## config.mk

```make
export PLATFORM = sky130hd
export DESIGN_NAME = udcr_regs
export DESIGN_NICKNAME = d
export VERILOG_FILES = /design/src/core/udcr_pkg.sv /design/src/core/udcr_sync.sv /design/src/core/udcr_regs.sv
export SDC_FILE = /design/constraint.sdc
export NUM_CORES = 1
export LEC_CHECK = 0
export BUFFER_PORTS_ARGS = -buffer_cell sky130_fd_sc_hd__buf_2
export CORE_ASPECT_RATIO = 0.8
export CORE_MARGIN = 10
export CORE_UTILIZATION = 47
export CTS_BUF_LIST = sky130_fd_sc_hd__clkbuf_8
export DETAILED_ROUTE_END_ITERATION = 7
export PLACE_DENSITY = 0.61
export SKIP_CTS_REPAIR_TIMING = 1
export SLEW_MARGIN = 20
export SYNTH_ARGS = -nofsm -noshare
export SYNTH_HDL_FRONTEND = slang
export SYNTH_HIERARCHICAL = 1
export SYNTH_SLANG_ARGS = --single-unit
export TNS_END_PERCENT = 5
```

## constraint.sdc

```tcl
create_clock -name sys_clk -period 5.8 [get_ports sys_clk]
set_clock_uncertainty 0.15 [all_clocks]
set_input_delay 1.16 -clock sys_clk [delete_from_list [all_inputs] [get_ports sys_clk]]
set_output_delay 1.16 -clock sys_clk [all_outputs]
set_load 0.005 [all_outputs]
```

## src/core/udcr_pkg.sv

```systemverilog
package udcr_pkg;

  // ****************************************************************
  // Register map (6-bit register addresses)
  // ****************************************************************
  localparam logic [5:0] ADDR_PIN_MODE_FAULT_TIMING = 6'h14;
  localparam logic [5:0] ADDR_DRIVE_SUPPLY_CONTROL = 6'h16;
  localparam logic [5:0] ADDR_ECHO_THRESHOLD_CONFIG = 6'h17;
  localparam logic [5:0] ADDR_ZERO_CROSS_CONFIG = 6'h18;
  localparam logic [5:0] ADDR_FAULT_STATUS = 6'h1c;

  // Reset values
  localparam logic [7:0] RST_PIN_MODE_FAULT_TIMING = 8'h00;
  localparam logic [7:0] RST_DRIVE_SUPPLY_CONTROL = 8'h20;
  localparam logic [7:0] RST_ECHO_THRESHOLD_CONFIG = 8'h07;
  localparam logic [7:0] RST_ZERO_CROSS_CONFIG = 8'h14;

  // Writable bit masks; everything else reads zero
  localparam logic [7:0] MASK_PIN_MODE_FAULT_TIMING = 8'h1f;
  localparam logic [7:0] MASK_DRIVE_SUPPLY_CONTROL = 8'h7f;
  localparam logic [7:0] MASK_ECHO_THRESHOLD_CONFIG = 8'h1f;
  localparam logic [7:0] MASK_ZERO_CROSS_CONFIG = 8'hff;

  // ****************************************************************
  // Field positions
  // ****************************************************************
  localparam int PIN_MODE_LSB = 0;
  localparam int DEGLITCH_SEL_LSB = 2;
  localparam int AUTO_OFF_BIT = 6;
  localparam int HIGH_Z_BIT = 5;
  localparam int PULLUP_CUR_BIT = 4;
  localparam int TARGET_V_LSB = 0;
  localparam int ECHO_EN_BIT = 4;
  localparam int ECHO_CODE_LSB = 0;
  localparam int ZC_EN_BIT = 7;
  localparam int ZC_GATE_BIT = 6;
  localparam int ZC_INSEL_BIT = 5;
  localparam int ZC_STAGE_LSB = 3;
  localparam int ZC_HYST_LSB = 0;
  localparam int STUCK_FAULT_BIT = 1;

  // ****************************************************************
  // Serial frame layout
  // ****************************************************************
  localparam int FRAME_BITS = 16;
  localparam int HEADER_BITS = 8;
  localparam logic [4:0] FRAME_BITS_5 = 5'd16;
  localparam logic [4:0] HEADER_BITS_5 = 5'd8;

  // ****************************************************************
  // Timing
  // ****************************************************************
  localparam int CLK_HZ = 40_000_000;
  // Cycles per microsecond; the plain product of hertz and microseconds overflows int
  localparam int CLK_MHZ = CLK_HZ / 1_000_000;
  localparam logic [11:0] DEGLITCH_0_CYC = 12'(64 * CLK_MHZ);
  localparam logic [11:0] DEGLITCH_1_CYC = 12'(48 * CLK_MHZ);
  localparam logic [11:0] DEGLITCH_2_CYC = 12'(32 * CLK_MHZ);
  localparam logic [11:0] DEGLITCH_3_CYC = 12'(24 * CLK_MHZ);
  localparam logic [11:0] DEGLITCH_4_CYC = 12'(16 * CLK_MHZ);
  localparam logic [11:0] DEGLITCH_5_CYC = 12'(8 * CLK_MHZ);
  localparam logic [11:0] DEGLITCH_6_CYC = 12'(4 * CLK_MHZ);
  localparam logic [2:0] DEGLITCH_OFF = 3'h7;

  // ****************************************************************
  // Analog setting scales (millivolts; supply base in volts)
  // ****************************************************************
  localparam logic [10:0] THR_LOW_STEP_MV = 11'd40;
  localparam logic [10:0] THR_LOW_BASE_MV = 11'd400;
  localparam logic [10:0] THR_HIGH_STEP_MV = 11'd60;
  localparam logic [10:0] THR_HIGH_BASE_MV = 11'd600;
  localparam logic [8:0] HYST_STEP_MV = 9'd50;
  localparam logic [8:0] HYST_BASE_MV = 9'd30;
  localparam logic [4:0] SUPPLY_BASE_V = 5'd5;

  // Pin modes
  typedef enum logic [1:0] {
    UDCR_MODE0 = 2'b00,
    UDCR_MODE1 = 2'b01,
    UDCR_MODE2 = 2'b10,
    UDCR_MODE3 = 2'b11
  } udcr_pin_mode_t;

endpackage : udcr_pkg

```

## src/core/udcr_sync.sv

```systemverilog
`timescale 1ns/1ps
// Two-stage synchroniser for one asynchronous level
module udcr_sync #(
  parameter logic RESET_VALUE = 1'b0
) (
  // Clock and reset
  input wire logic sys_clk,
  input wire logic arst_n,
  // Level
  input wire logic async_in,
  output logic sync_out
);

  logic meta;

  // First stage is read only by the second stage
  always_ff @(posedge sys_clk or negedge arst_n) begin
    if (!arst_n) begin
      meta <= RESET_VALUE;
      sync_out <= RESET_VALUE;
    end else begin
      meta <= async_in;
      sync_out <= meta;
    end
  end

endmodule : udcr_sync

```

## src/core/udcr_regs.sv

```systemverilog
//
// Contract
// - Modes 0/1: second pin silence sets fault
// - Mode 2: either pin silent sets fault
// - Deglitch code selects 64 to 4 us
// - Code 7 disables the toggle check
// - Two-bit pin mode, resets to 0
// - Auto-off stops charging after burst exit
// - High-impedance bit kills source and regulation
// - Pull-up current: 10 or 20 mA
// - Supply target equals code plus five volts
// - Threshold output driven only when enabled
// - Echo threshold from code and scale
// - Zero-cross comparator enabled by its bit
// - Gating bit: zero-cross only on object
// - Input select: common-mode or negative input
// - Stage select two bits, resets to 2
// - Hysteresis 30 to 380 mV, reset 4
// - Stuck fault readable as status bit
// - Scale bit picks 3.3 V or 5 V
//
`timescale 1ns/1ps
module udcr_regs (
  // Clock and reset
  input wire logic sys_clk,
  input wire logic arst_n,
  // Serial port from the host (asynchronous pins)
  input wire logic spi_sclk,
  input wire logic spi_cs_n,
  input wire logic spi_mosi,
  output logic spi_miso,
  output logic spi_miso_oe,
  // Low-voltage control pins (asynchronous)
  input wire logic first_control_pin,
  input wire logic second_control_pin,
  // Device logic on this clock
  input wire logic burst_active,
  input wire logic supply_charge_trigger,
  input wire logic output_scale_sel,
  // Analog comparators (asynchronous)
  input wire logic echo_cmp_raw,
  input wire logic zero_cross_raw,
  // Outputs to pins and analog blocks
  output logic threshold_output_pin,
  output logic zero_cross_out,
  output logic driver_stuck_fault,
  output udcr_pkg::udcr_pin_mode_t pin_mode,
  output logic supply_charge_on,
  output logic supply_regulate_en,
  output logic supply_pullup_current_sel,
  output logic [4:0] supply_target_volts,
  output logic [10:0] echo_threshold_mv,
  output logic zero_cross_enable,
  output logic zero_cross_input_select,
  output logic [1:0] zero_cross_stage_select,
  output logic [8:0] zero_cross_hysteresis_mv
);
  import udcr_pkg::*;

  // ****************************************************************
  // Input synchronisers
  // ****************************************************************
  logic sclk_s, cs_n_s, mosi_s, pin1_s, pin2_s, echo_s, zc_s;

  udcr_sync #(.RESET_VALUE(1'b0)) u_sync_sclk (.sys_clk(sys_clk), .arst_n(arst_n),
    .async_in(spi_sclk), .sync_out(sclk_s));
  udcr_sync #(.RESET_VALUE(1'b1)) u_sync_cs (.sys_clk(sys_clk), .arst_n(arst_n),
    .async_in(spi_cs_n), .sync_out(cs_n_s));
  udcr_sync #(.RESET_VALUE(1'b0)) u_sync_mosi (.sys_clk(sys_clk), .arst_n(arst_n),
    .async_in(spi_mosi), .sync_out(mosi_s));
  udcr_sync #(.RESET_VALUE(1'b0)) u_sync_pin1 (.sys_clk(sys_clk), .arst_n(arst_n),
    .async_in(first_control_pin), .sync_out(pin1_s));
  udcr_sync #(.RESET_VALUE(1'b0)) u_sync_pin2 (.sys_clk(sys_clk), .arst_n(arst_n),
    .async_in(second_control_pin), .sync_out(pin2_s));
  udcr_sync #(.RESET_VALUE(1'b0)) u_sync_echo (.sys_clk(sys_clk), .arst_n(arst_n),
    .async_in(echo_cmp_raw), .sync_out(echo_s));
  udcr_sync #(.RESET_VALUE(1'b0)) u_sync_zc (.sys_clk(sys_clk), .arst_n(arst_n),
    .async_in(zero_cross_raw), .sync_out(zc_s));

  // Delayed copies for edge detection; serial clock and pin copies taken after the synchronisers, burst copy taken directly
  logic sclk_d, pin1_d, pin2_d, burst_d;

  always_ff @(posedge sys_clk or negedge arst_n) begin
    if (!arst_n) begin
      sclk_d <= 1'b0;
      pin1_d <= 1'b0;
      pin2_d <= 1'b0;
      burst_d <= 1'b0;
    end else begin
      sclk_d <= sclk_s;
      pin1_d <= pin1_s;
      pin2_d <= pin2_s;
      burst_d <= burst_active;
    end
  end

  logic sclk_rise, sclk_fall, burst_start, burst_exit;
  assign sclk_rise = sclk_s & ~sclk_d & ~cs_n_s;
  assign sclk_fall = ~sclk_s & sclk_d & ~cs_n_s;
  assign burst_start = burst_active & ~burst_d;
  assign burst_exit = ~burst_active & burst_d;

  // ****************************************************************
  // Registers
  // ****************************************************************
  logic [7:0] pin_mode_fault_timing;
  logic [7:0] drive_supply_control;
  logic [7:0] echo_threshold_config;
  logic [7:0] zero_cross_config;

  logic [4:0] bit_cnt;
  logic [14:0] rx_shift;
  logic [7:0] tx_shift;
  logic is_read;
  logic [5:0] frame_addr;
  logic wr_strobe;
  logic [7:0] wr_data;

  // Header: bit 15 read flag, bits 14:9 address, bit 8 ignored
  assign is_read = rx_shift[7];
  assign frame_addr = rx_shift[6:1];

  // Receive shifter; mode 0 style, sample on rising serial clock
  always_ff @(posedge sys_clk or negedge arst_n) begin
    if (!arst_n) begin
      bit_cnt <= 5'd0;
      rx_shift <= 15'h0000;
      wr_strobe <= 1'b0;
      wr_data <= 8'h00;
    end else begin
      wr_strobe <= 1'b0;
      if (cs_n_s) begin
        bit_cnt <= 5'd0;
      end else if (sclk_rise) begin
        bit_cnt <= bit_cnt + 5'd1;
        rx_shift <= {rx_shift[13:0], mosi_s};
        // Commit only a complete frame; a short frame writes nothing
        if (bit_cnt == FRAME_BITS_5 - 5'd1) begin
          wr_data <= {rx_shift[6:0], mosi_s};
          wr_strobe <= ~rx_shift[14];
        end
      end
    end
  end

  // Write decode; the commit shift has moved the address to the top bits
  logic [5:0] wr_addr;
  assign wr_addr = rx_shift[14:9];

  always_ff @(posedge sys_clk or negedge arst_n) begin
    if (!arst_n) begin
      pin_mode_fault_timing <= RST_PIN_MODE_FAULT_TIMING;
      drive_supply_control <= RST_DRIVE_SUPPLY_CONTROL;
      echo_threshold_config <= RST_ECHO_THRESHOLD_CONFIG;
      zero_cross_config <= RST_ZERO_CROSS_CONFIG;
    end else if (wr_strobe) begin
      // Reserved bits are masked off and stay zero
      unique case (wr_addr)
        ADDR_PIN_MODE_FAULT_TIMING: begin
          pin_mode_fault_timing <= wr_data & MASK_PIN_MODE_FAULT_TIMING;
        end
        ADDR_DRIVE_SUPPLY_CONTROL: begin
          drive_supply_control <= wr_data & MASK_DRIVE_SUPPLY_CONTROL;
        end
        ADDR_ECHO_THRESHOLD_CONFIG: begin
          echo_threshold_config <= wr_data & MASK_ECHO_THRESHOLD_CONFIG;
        end
        ADDR_ZERO_CROSS_CONFIG: begin
          zero_cross_config <= wr_data & MASK_ZERO_CROSS_CONFIG;
        end
        default: begin
        end
      endcase
    end
  end

  // Read data mux; unmapped addresses read zero
  logic [7:0] rd_data;
  always_comb begin
    rd_data = 8'h00;
    unique case (frame_addr)
      ADDR_PIN_MODE_FAULT_TIMING: rd_data = pin_mode_fault_timing;
      ADDR_DRIVE_SUPPLY_CONTROL: rd_data = drive_supply_control;
      ADDR_ECHO_THRESHOLD_CONFIG: rd_data = echo_threshold_config;
      ADDR_ZERO_CROSS_CONFIG: rd_data = zero_cross_config;
      ADDR_FAULT_STATUS: rd_data[STUCK_FAULT_BIT] = driver_stuck_fault;
      default: rd_data = 8'h00;
    endcase
  end

  // Transmit shifter: zeros during the header, data after it
  always_ff @(posedge sys_clk or negedge arst_n) begin
    if (!arst_n) begin
      tx_shift <= 8'h00;
      spi_miso <= 1'b0;
      spi_miso_oe <= 1'b0;
    end else begin
      spi_miso_oe <= ~cs_n_s;
      if (cs_n_s) begin
        tx_shift <= 8'h00;
        spi_miso <= 1'b0;
      end else if (sclk_fall) begin
        if (bit_cnt == HEADER_BITS_5 && is_read) begin
          spi_miso <= rd_data[7];
          tx_shift <= {rd_data[6:0], 1'b0};
        end else begin
          spi_miso <= tx_shift[7];
          tx_shift <= {tx_shift[6:0], 1'b0};
        end
      end
    end
  end

  // ****************************************************************
  // Driver stuck monitor
  // ****************************************************************
  logic [2:0] deglitch_sel;
  logic [11:0] limit_cyc;
  logic [11:0] silent1_cnt, silent2_cnt;
  logic check_on, both_high, over1, over2;
  udcr_pin_mode_t mode_now;

  assign mode_now = udcr_pin_mode_t'(pin_mode_fault_timing[PIN_MODE_LSB +: 2]);
  assign deglitch_sel = pin_mode_fault_timing[DEGLITCH_SEL_LSB +: 3];
  assign check_on = burst_active && deglitch_sel != DEGLITCH_OFF;
  assign both_high = pin1_s & pin2_s;

  // Limit lookup; the check is off for the last code
  always_comb begin
    limit_cyc = DEGLITCH_0_CYC;
    unique case (deglitch_sel)
      3'h0: limit_cyc = DEGLITCH_0_CYC;
      3'h1: limit_cyc = DEGLITCH_1_CYC;
      3'h2: limit_cyc = DEGLITCH_2_CYC;
      3'h3: limit_cyc = DEGLITCH_3_CYC;
      3'h4: limit_cyc = DEGLITCH_4_CYC;
      3'h5: limit_cyc = DEGLITCH_5_CYC;
      3'h6: limit_cyc = DEGLITCH_6_CYC;
      3'h7: limit_cyc = DEGLITCH_0_CYC;
    endcase
  end

  // Silence timers restart on each toggle; they saturate past the limit
  always_ff @(posedge sys_clk or negedge arst_n) begin
    if (!arst_n) begin
      silent1_cnt <= 12'h000;
      silent2_cnt <= 12'h000;
    end else begin
      if (!check_on || burst_start || pin1_s != pin1_d || both_high) begin
        silent1_cnt <= 12'h000;
      end else if (!over1) begin
        silent1_cnt <= silent1_cnt + 12'h001;
      end
      if (!check_on || burst_start || pin2_s != pin2_d || both_high) begin
        silent2_cnt <= 12'h000;
      end else if (!over2) begin
        silent2_cnt <= silent2_cnt + 12'h001;
      end
    end
  end

  assign over1 = silent1_cnt > limit_cyc;
  assign over2 = silent2_cnt > limit_cyc;

  // Fault is sticky until the next burst start; a new set wins
  always_ff @(posedge sys_clk or negedge arst_n) begin
    if (!arst_n) begin
      driver_stuck_fault <= 1'b0;
    end else begin
      unique case (mode_now)
        UDCR_MODE0, UDCR_MODE1: begin
          if (check_on && over2) begin
            driver_stuck_fault <= 1'b1;
          end else if (burst_start) begin
            driver_stuck_fault <= 1'b0;
          end
        end
        UDCR_MODE2: begin
          // Both pins high resets both timers, so that state never faults
          if (check_on && (over1 || over2)) begin
            driver_stuck_fault <= 1'b1;
          end else if (burst_start) begin
            driver_stuck_fault <= 1'b0;
          end
        end
        UDCR_MODE3: begin
          if (burst_start) begin
            driver_stuck_fault <= 1'b0;
          end
        end
      endcase
    end
  end

  // ****************************************************************
  // Drive supply control
  // ****************************************************************
  logic listen_hold;

  // With auto-off, charging waits for the trigger from a burst exit until the next burst start
  always_ff @(posedge sys_clk or negedge arst_n) begin
    if (!arst_n) begin
      listen_hold <= 1'b0;
    end else if (burst_start) begin
      listen_hold <= 1'b0;
    end else if (burst_exit) begin
      listen_hold <= 1'b1;
    end
  end

  // Analog settings registered so every output is a flop
  always_ff @(posedge sys_clk or negedge arst_n) begin
    if (!arst_n) begin
      pin_mode <= UDCR_MODE0;
      supply_charge_on <= 1'b0;
      supply_regulate_en <= 1'b0;
      supply_pullup_current_sel <= 1'b0;
      supply_target_volts <= SUPPLY_BASE_V;
    end else begin
      pin_mode <= mode_now;
      supply_charge_on <= ~drive_supply_control[HIGH_Z_BIT] &
        (~drive_supply_control[AUTO_OFF_BIT] | supply_charge_trigger | ~listen_hold);
      supply_regulate_en <= ~drive_supply_control[HIGH_Z_BIT];
      supply_pullup_current_sel <= drive_supply_control[PULLUP_CUR_BIT];
      supply_target_volts <= {1'b0, drive_supply_control[TARGET_V_LSB +: 4]}
        + SUPPLY_BASE_V;
    end
  end

  // ****************************************************************
  // Echo threshold and zero-cross
  // ****************************************************************
  logic [10:0] echo_code;
  assign echo_code = {7'h00, echo_threshold_config[ECHO_CODE_LSB +: 4]};

  // Products stay within 11 bits: 60 * 15 + 600 = 1500
  always_ff @(posedge sys_clk or negedge arst_n) begin
    if (!arst_n) begin
      echo_threshold_mv <= THR_LOW_BASE_MV;
      threshold_output_pin <= 1'b0;
      zero_cross_out <= 1'b0;
      zero_cross_enable <= 1'b0;
      zero_cross_input_select <= 1'b0;
      zero_cross_stage_select <= 2'h2;
      zero_cross_hysteresis_mv <= HYST_BASE_MV;
    end else begin
      echo_threshold_mv <= output_scale_sel ?
        11'(echo_code * THR_HIGH_STEP_MV + THR_HIGH_BASE_MV) :
        11'(echo_code * THR_LOW_STEP_MV + THR_LOW_BASE_MV);
      threshold_output_pin <= echo_threshold_config[ECHO_EN_BIT] & echo_s;
      zero_cross_out <= zero_cross_config[ZC_EN_BIT] & zc_s &
        (~zero_cross_config[ZC_GATE_BIT] | echo_s);
      zero_cross_enable <= zero_cross_config[ZC_EN_BIT];
      zero_cross_input_select <= zero_cross_config[ZC_INSEL_BIT];
      zero_cross_stage_select <= zero_cross_config[ZC_STAGE_LSB +: 2];
      zero_cross_hysteresis_mv <= 9'(zero_cross_config[ZC_HYST_LSB +: 3] * HYST_STEP_MV
        + HYST_BASE_MV);
    end
  end

endmodule : udcr_regs

```

=== Yosys cells after proc, flatten, opt, wreduce, memory -nomap -nowiden ===
Memory sizes are Yosys's and may differ from the RTL's.
Index checks and enable logic that the tools add are counted.

* Memory bits (read-only): 56
* Register bits: 144
* Memories: 1
* Output and inout port bits: 39

* Bitwise logic cells: 24
* Reductions and logical operators: 22
* $lt $le $gt $ge: 2
* Equality and inequality tests: 19
* $add $sub $neg: 7
* Muxes and demuxes: 25
* $mul: 3

{| class="wikitable"
|+ Memories
! name !! words !! width !! read ports !! clocked after Yosys merged registers in !! write ports !! RTL line !! source
|-
| (no name shown) || 8 || 7 || 1 || 0 || 0 || udcr_regs.sv:231 || <nowiki>unique case (deglitch_sel)</nowiki>
|}

{| class="wikitable"
|+ Operators by type and width
! cell !! number
|-
| 6-bit by 5-bit equality test with 1-bit output, second input constant || 9
|-
| 12-bit 2-to-1 mux || 4
|-
| 12-bit by 1-bit adder with 12-bit output, second input constant || 2
|-
| 12-bit > comparator || 2
|-
| 8-bit 2-to-1 mux || 3
|-
| 6-bit one-hot mux with 4 select lines || 1
|-
| 10-bit by 10-bit adder with 11-bit output, second input constant || 1
|-
| 10-bit by 9-bit adder with 11-bit output, second input constant || 1
|-
| 1-bit bitwise AND || 11
|-
| 1-bit 2-to-1 mux || 11
|-
| 11-bit 2-to-1 mux || 1
|-
| 5-bit by 4-bit equality test with 1-bit output, second input constant || 2
|-
| 5-bit 2-to-1 mux || 2
|-
| 1-bit NOT || 10
|-
| 2-bit AND reduction || 5
|-
| 9-bit by 5-bit adder with 9-bit output, second input constant || 1
|-
| 3-bit by 5-bit multiplier with 8-bit output, second input constant || 1
|-
| 4-bit by 4-bit multiplier with 8-bit output, second input constant || 1
|-
| 4-bit by 3-bit multiplier with 7-bit output, second input constant || 1
|-
| 1-bit logical OR || 6
|-
| 2-bit nonzero test || 3
|-
| 4-bit by 3-bit adder with 5-bit output, second input constant || 1
|-
| 5-bit by 1-bit adder with 5-bit output, second input constant || 1
|-
| 1-bit one-hot mux with 5 select lines || 1
|-
| 13 further kinds || 21
|}

=== Longest topological paths before layout ===
Gate-level depths: netlist of the first run.

* Depth in word-level cells: 7
* Mapped depth: 12

=== By module ===
The synthesis of the first run kept the hierarchy.

{| class="wikitable"
|+ Modules (own cells, without submodules)
! module !! cells each !! times used !! area an instance (sq um) !! sequential area each (sq um)
|-
| udcr_regs || 616 || 1 || 6642.6 || 3173.0
|-
| udcr_sync (u_sync_echo ...) || 2 || 6 || 50.0 || 50.0
|-
| udcr_sync (u_sync_cs) || 2 || 1 || 52.6 || 52.6
|}

=== Least setup slack after synthesis of the first run ===
No wires, ideal clock.

* Path kind: register to register
* From: register echo_threshold_config[2]
* To: register echo_threshold_mv[9]
* Period minus slack after synthesis: 3.454 ns
* Data arrival time: 3.174 ns
* Library setup time: 0.130 ns
* Path buffers: 0
* Required time: 5.520 ns
* Stages on the path, launching flop included: 10
* Setup slack: 2.346 ns
* Cells stage by stage: dfstp_2 -> inv_1 -> fa_1 -> fa_1 -> fa_1 -> or2_2 -> a211oi_1 -> nand2_1 -> xnor2_1 -> mux2i_1

* Longest elaborated chain between the ends: 3

{| class="wikitable"
|+ Ends and longest elaborated chain
! element !! RTL line !! source
|-
| start: declaration || udcr_regs.sv:108 || <nowiki>logic [7:0] echo_threshold_config;</nowiki>
|-
| start signal: assignment || udcr_regs.sv:166 || <nowiki>echo_threshold_config <= wr_data & MASK_ECHO_THRESHOLD_CONFIG;</nowiki>
|-
| 4-bit by 3-bit multiplier with 7-bit output / 4-bit by 4-bit multiplier with 8-bit output (equally long branches) || udcr_regs.sv:349, udcr_regs.sv:348 ||
|-
| 10-bit by 9-bit adder with 11-bit output / 10-bit by 10-bit adder with 11-bit output (equally long branches) || udcr_regs.sv:349, udcr_regs.sv:348 ||
|-
| 11-bit 2-to-1 mux (*) || udcr_regs.sv:347 || <nowiki>echo_threshold_mv <= output_scale_sel ?</nowiki>
|-
| end signal: assignment || udcr_regs.sv:347 ||
|-
| end: declaration || udcr_regs.sv:52 || <nowiki>output logic [10:0] echo_threshold_mv,</nowiki>
|}

Mark *: on every way between the ends. The rest lies on a longest branch, timed or not.
A chain may end at the register's enable or synchronous reset.

=== Worst setup path after layout of the first run ===
Same ends and word-level chain as after synthesis.

==> out/qor.yml, run 1 <==
synth:
  ys_seq_elements: 140
  synth_area_leaders: "dfrtp_1, ha_1, dfstp_2, mux2_2, xnor2_1"
  synthDistinctLibCells: 54
  synth-edff-count: 0
  ys.flop_type: "dfrtp_1"
  synth_common_cells: "dfrtp_1, nor2_1, ha_1"
  async_flop_share_pct: 100.0
  yosysMostFrequentCell: "dfrtp_1"
  ys_warn_count: 6
  netlist_instances: 630
  synth_seq_area_share_pct: 50.40
  synth_area_um2: 6995
  synth.avg_cell_area_um2: 11.10
  synth_top_area_share_pct: 43.64
  yosys.area.top_type: "dfrtp_1"
detailed_routing:
  first_pass_iters: 4
  wl_per_cell_um: 16.02
  vias: 4619
  first_iter_violations: 241
  vias_per_cell: 5.249
  ant_nets: 0
  drc: 0
  drt-total-wl_um: 14100
clock_tree:
  cts_root_buf: "clkbuf_8"
  clk_pin_slew_ps: 80
  clk_latency_ps: 430
  cts_buffers: 17
  cts_tree: "built"
  clock_sinks: 140
  clk_path_buf_depth: 2
  htree_levels: 4
power_and_ir_drop:
  leakage_uw: 0.003738
  p_int_uw: 1500
  power.switching_uw: 492.6
  power_density_nw_per_um2: 254.8
  pwr-share-seq_pct: 53.7
  combPwrFrac_pct: 6.1
  power_uw: 1993
  p_sw_share_pct: 24.72
  irDropWorstVdd_mv: 0.1997
  p_clk_share_pct: 40.2
final_layout:
  multiInputGateArea_um2: 3227
  regArea_um2: 3526
  fillers: 1245
  final_layout_size_suffix_gt1_share_pct: 20.83
  nNetsFinal: 753
  num_antenna_cells: 0
  syn_to_final_growth_pct: 11.80
  fin_cells: 880
place:
  gp_congestion: 0.8494
  place_hpwl_um: 10200
  portBuffers: 47
  dp.cells: 848
  pre_cts_ws_ps: 2053
floorplanning:
  dieHeight_um: 129.1
  die-area_um2: 20190
  die_w_um: 156.4
  start_util_pct: 48.43
  placementRows: 39
  core_area_um2: 14440
  io_pins: 51
timing:
  timing.hold.ws_ps: 200.9
  drv_slew: 0
  tightest_slew_ps: 983.2
  timing_hold_violations_final: 0
  fin_ws_ps: 2047
  rsz0062_at_grt: "no"
  slew_headroom_pct: 34.01
  fin_crit_ps: 3753
  fmax_mhz: 266.4
  finalSetupTns_ps: 0
  period_share_pct: 64.71
  setup_viol: 0
global_route:
  grt_overflow: 0
  grt_max_degree: 88
  antenna_found_initial: 0
  grt_usage_pct: 14.79
  grt_pass1_vias: 4786
  grt_pass1_wl_um: 24070
job:
  max_cap_viol_count: 0
worst_setup_path:
  reg2reg_slack_ps: 2050
  path_max_fanout: 10
  r2r-start: "echo_threshold_config[2]"
  critPathCaptureType: "flop"
  crit_required_ps: 5960
  critPathArrivalTime_ps: 3910
  crit_start: "echo_threshold_config[2]"
  crit_type: "flop to flop"
  worstSetupStartpointType: "flop"
worst_hold_path:
  hp-class: "flop to flop"
  worstHoldStart: "u_sync_pin1/meta"
run_status:
  status: "complete, no violations"
[cells by family after synthesis]
kind of cell | share of synthesized area, %
xor gates and xnor gates | 4.883
muxes | 8.675
adders and majority gates | 11.02
and+or+nand+nor | 13.77
other | 0.05361
AOI/OAI and AO/OA | 7.620
buffers and inverters | 3.577
DFF | 50.40
[metrics by stage]
step | util [%] | area, µm²
after global placement | 51.32 | 7412
final | 54.15 | 7821
after CTS | 54.15 | 7821
after floorplan | - | 7003
after global routing | 54.15 | 7821
after detailed placement | 51.32 | 7412
[metal layers]
metal  GRT usage (%)  share of wire [%]  vias up  wire length, µm
li1                -                  -     2265                -
met1           20.33                 50     2261             7030
met2           22.16                 44       83             6250
met3           4.167                4.8       10              675
met4           4.820               0.99        0              139
met5               0                  0        -                0
[registers in the layout, summed over array words and instances (netlist names), 5 cells and up]
signal / cells
rx_shift: 15
silent1_cnt: 12
silent2_cnt: 12
echo_threshold_mv: 9
wr_data: 8
zero_cross_config: 8
zero_cross_hysteresis_mv: 8
drive_supply_control: 7
tx_shift: 7
bit_cnt: 5
echo_threshold_config: 5
pin_mode_fault_timing: 5
supply_target_volts: 5
[power groups by stage]
| stage | combinational, µW | clock (µW) | sequential, µW |
|---|---|---|---|
| finish | 121 | 802 | 1070 |
| global route | 137 | 877 | 1080 |
| CTS | 124 | 823 | 1070 |
| detailed placement | 124 | 0 | 1090 |
| global placement | 120 | 0 | 1090 |
| floorplan | 91.4 | 0 | 1070 |
[critical path: stages, from the launching register on]
cell	delay [ps]
dfstp_2	670
inv_1	140
fa_1	510
fa_1	540
inv_1	50
ha_1	280
a211oi_1	370
nor2_1	120
a211oi_1	400
nand2_1	130
xnor2_1	180
mux2i_1	90
[area by class of cell]
cell class              instances  area share, %
clock buffers                  21          3.695
clock inverters                11          1.536
well taps                     184          2.944
inverters                      46          2.208
multi-input cells             429          41.26
flip-flops and latches        140          45.08
repair buffers                 49          3.279
[final timing paths]
check                      depth (start not counted)                           to
min                                                0         u_sync_pin1/sync_out
min in group asynchronous                          1  zero_cross_hysteresis_mv[5]
max reg2reg                                       11         echo_threshold_mv[9]
max                                               11         echo_threshold_mv[9]
min reg2reg                                        0         u_sync_pin1/sync_out
max in group asynchronous                          2               silent2_cnt[7]
[placed cells by master (no fill, tap or decap), types with 6 or more instances in the layout]
master,count
nand2b_1,8
a21o_1,7
mux2i_1,10
nor2_1,58
nand4_1,11
and3_1,12
xnor2_1,27
mux2_2,35
o21ai_0,15
or3_1,6
a21oi_1,29
xor2_1,12
dfrtp_1,122
and2_1,7
nand3_1,13
nand2_1,39
fa_1,6
inv_1,48
mux2_1,10
dfstp_2,18
buf_2,46
ha_1,52
nor2b_1,11
clkbuf_8,21
No activity file was read; power rests on OpenSTA's default activity.
==> inputs of run 2 (changes only) <==
--- a/config.mk
+++ b/config.mk
@@ -5,6 +5,7 @@
 export SDC_FILE = /design/constraint.sdc
 export NUM_CORES = 1
 export LEC_CHECK = 0
+export ABC_AREA = 1
 export BUFFER_PORTS_ARGS = -buffer_cell sky130_fd_sc_hd__buf_2
 export CORE_ASPECT_RATIO = 0.8
 export CORE_MARGIN = 10
==> constraint.sdc (replaced) <==
create_clock -name sys_clk -period 3.5 [get_ports sys_clk]
set_clock_uncertainty 0.15 [all_clocks]
set_input_delay 0.7 -clock sys_clk [delete_from_list [all_inputs] [get_ports sys_clk]]
set_output_delay 0.7 -clock sys_clk [all_outputs]
set_load 0.005 [all_outputs]
==> out/qor.yml, run 2 <==
worst_setup_path:
  critPathCaptureType: "flop"  # unchanged
  crit_type: "flop to flop"  # unchanged
  path_max_fanout: 6  # was 10
  worstSetupStartpointType: "flop"  # unchanged
  crit_required_ps: 3680  # was 5960 ps
  critPathArrivalTime_ps: 3370  # was 3910 ps
final_layout:
  nNetsFinal: 981  # was 753
  largest_reg_flops: 15  # unchanged
  regMostFlops: "rx_shift"  # unchanged
  syn_to_final_growth_pct: 11.36  # was 11.80%
  final_layout_size_suffix_gt1_share_pct: 16.34  # was 20.83%
  final_common_cell: "nand2_1"  # was dfrtp_1
  final_cell_mix: "nand2_1, dfrtp_1, inv_1"  # was dfrtp_1, nor2_1, ha_1
  num_antenna_cells: 0  # unchanged
  reg_top3: "rx_shift (15), silent1_cnt (12), silent2_cnt (12)"  # unchanged
timing:
  fmax_mhz: 313.3  # was 266.4 MHz
  timing.hold.ws_ps: 94.79  # was 200.9 ps
  setup_viol: 0  # unchanged
  timing_hold_violations_final: 0  # unchanged
  period_share_pct: 91.18  # was 64.71%
  finalSetupTns_ps: 0  # unchanged
  slew_headroom_pct: 55.33  # was 34.01%
  fin_crit_ps: 3191  # was 3753 ps
  tightest_slew_ps: 670.0  # was 983.2 ps
  fin_ws_ps: 308.6  # was 2047 ps
  drv_slew: 0  # unchanged
  rsz0062_at_grt: "no"  # unchanged
worst_hold_path:
  hp-class: "input port to async pin"  # was flop to flop
power_and_ir_drop:
  irDropWorstVdd_mv: 0.2341  # was 0.1997 mV
  power_density_nw_per_um2: 384.8  # was 254.8 nW/µm²
  leakage_uw: 0.004218  # was 0.003738 µW
floorplanning:
  io_pins: 51  # unchanged
  start_util_pct: 47.70  # was 48.43%
  placementRows: 41  # was 39
  die_w_um: 161.4  # was 156.4 µm
  dieHeight_um: 133.1  # was 129.1 µm
  die-area_um2: 21470  # was 20190 µm²
  core_area_um2: 15750  # was 14440 µm²
detailed_routing:
  ant_nets: 0  # unchanged
  first_pass_iters: 4  # unchanged
  drc: 0  # unchanged
  drt-total-wl_um: 15230  # was 14100 µm
  vias_per_cell: 4.824  # was 5.249
  first_iter_violations: 321  # was 241
  wl_per_cell_um: 13.37  # was 16.02 µm
  vias: 5494  # was 4619
global_route:
  antenna_found_initial: 0  # unchanged
  grt_pass1_wl_um: 25980  # was 24070 µm
  grt_pass1_vias: 5225  # was 4786
  grt_usage_pct: 14.85  # was 14.79%
  grt_max_degree: 73  # was 88
  grt_overflow: 0  # unchanged
run_status:
  status: "complete, no violations"  # unchanged
synth:
  yosysMostFrequentCell: "nand2_1"  # was dfrtp_1
  ys_seq_elements: 140  # unchanged
  async_flop_share_pct: 100.0  # unchanged
  synth_common_cells: "nand2_1, dfrtp_1, inv_1"  # was dfrtp_1, nor2_1, ha_1
  synthDistinctLibCells: 48  # was 54
  synth_seq_area_share_pct: 46.94  # was 50.40%
  synth_top_area_share_pct: 40.64  # was 43.64%
  synth-edff-count: 0  # unchanged
  ys.flop_type: "dfrtp_1"  # unchanged
  netlist_instances: 854  # was 630
  ys_warn_count: 6  # unchanged
  synth_area_leaders: "dfrtp_1, nand2_1, ha_1, dfstp_2, inv_1"  # was dfrtp_1, ha_1, dfstp_2, mux2_2, xnor2_1
  synth_area_um2: 7512  # was 6995 µm²
  yosys.area.top_type: "dfrtp_1"  # unchanged
  synth.avg_cell_area_um2: 8.796  # was 11.10 µm²
job:
  max_cap_viol_count: 0  # unchanged
clock_tree:
  cts_tree: "built"  # unchanged
  clk_latency_ps: 460  # was 430 ps
  cts_root_buf: "clkbuf_8"  # unchanged
  clk_path_buf_depth: 2  # unchanged
  cts_buffers: 17  # unchanged
  clk_pin_slew_ps: 80  # about the same
  htree_levels: 4  # unchanged
  clock_sinks: 140  # unchanged
place:
  pre_cts_ws_ps: 280.8  # was 2053 ps
  portBuffers: 47  # unchanged
  gp_congestion: 0.8183  # was 0.8494
  place_hpwl_um: 11170  # was 10200 µm
run 2: cell type report:
class / count / area, µm²
clock buffer: 18 / 247.7
clock inverter: 14 / 172.7
fill: 1502 / 7383
inverter: 120 / 450.4
multi-input combinational: 581 / 3416
sequential: 140 / 3526
tap: 215 / 269.0
timing repair buffer: 51 / 284.0
run 2: routing by layer:
metal	wire [µm]	up-vias	part of all wire [%]	global-route usage, %
met5	0	-	0	0
met4	221	0	1.5	5.247
met3	689	14	4.5	4.030
met2	6315	93	41	20.67
met1	8006	2531	53	21.49
li1	-	2856	-	-
run 2: kinds of logic after synthesis:
group / count (synthesis) / share of synthesized area (%)
AOI/OAI and AO/OA: 108 / 8.678
DFF: 140 / 46.94
adders and majority gates: 58 / 10.26
xor gates and xnor gates: 17 / 1.982
buffers and inverters: 135 / 7.695
other: 1 / 0.04992
and+or+nand+nor: 395 / 24.40
run 2: worst max-delay path, stage by stage, from the launching register on:
cell     delay [ps]
dfstp_2         600
inv_1           150
fa_1            610
fa_1            470
fa_1            490
inv_1            50
nand2_1          90
nand2_1         110
nand3_1         120
nand3_1          90
nor2b_1         140
run 2: metrics by stage:
stage	power (µW)	area [µm²]	instances	util [%]
global route	3380	8366	1139	53.12
finish	3219	8366	1139	53.12
global placement	1881	7938	1106	50.40
CTS	3262	8358	1138	53.07
floorplan	1806	7520	856	-
detailed placement	1881	7938	1106	50.40
run 2: power breakdown:
| part | switching, µW | internal, µW | total [µW] |
|---|---|---|---|
| clock network | 649 | 723 | 1370 |
| registers | 31.4 | 1660 | 1690 |
| logic | 112 | 41.7 | 153 |
run 2: worst paths after layout:
path	start	end	slack, ps	cells past startpoint
worst max-delay path	echo_threshold_config[1]	echo_threshold_mv[10]	310	10
worst min-delay path	arst_n	u_sync_pin2/sync_out	90	1
worst max register to register	echo_threshold_config[1]	echo_threshold_mv[10]	310	10
worst min register to register	u_sync_zc/meta	u_sync_zc/sync_out	200	0
max in group asynchronous	arst_n	echo_threshold_mv[8]	2320	2
min in group sys_clk	spi_cs_n	u_sync_cs/meta	190	1
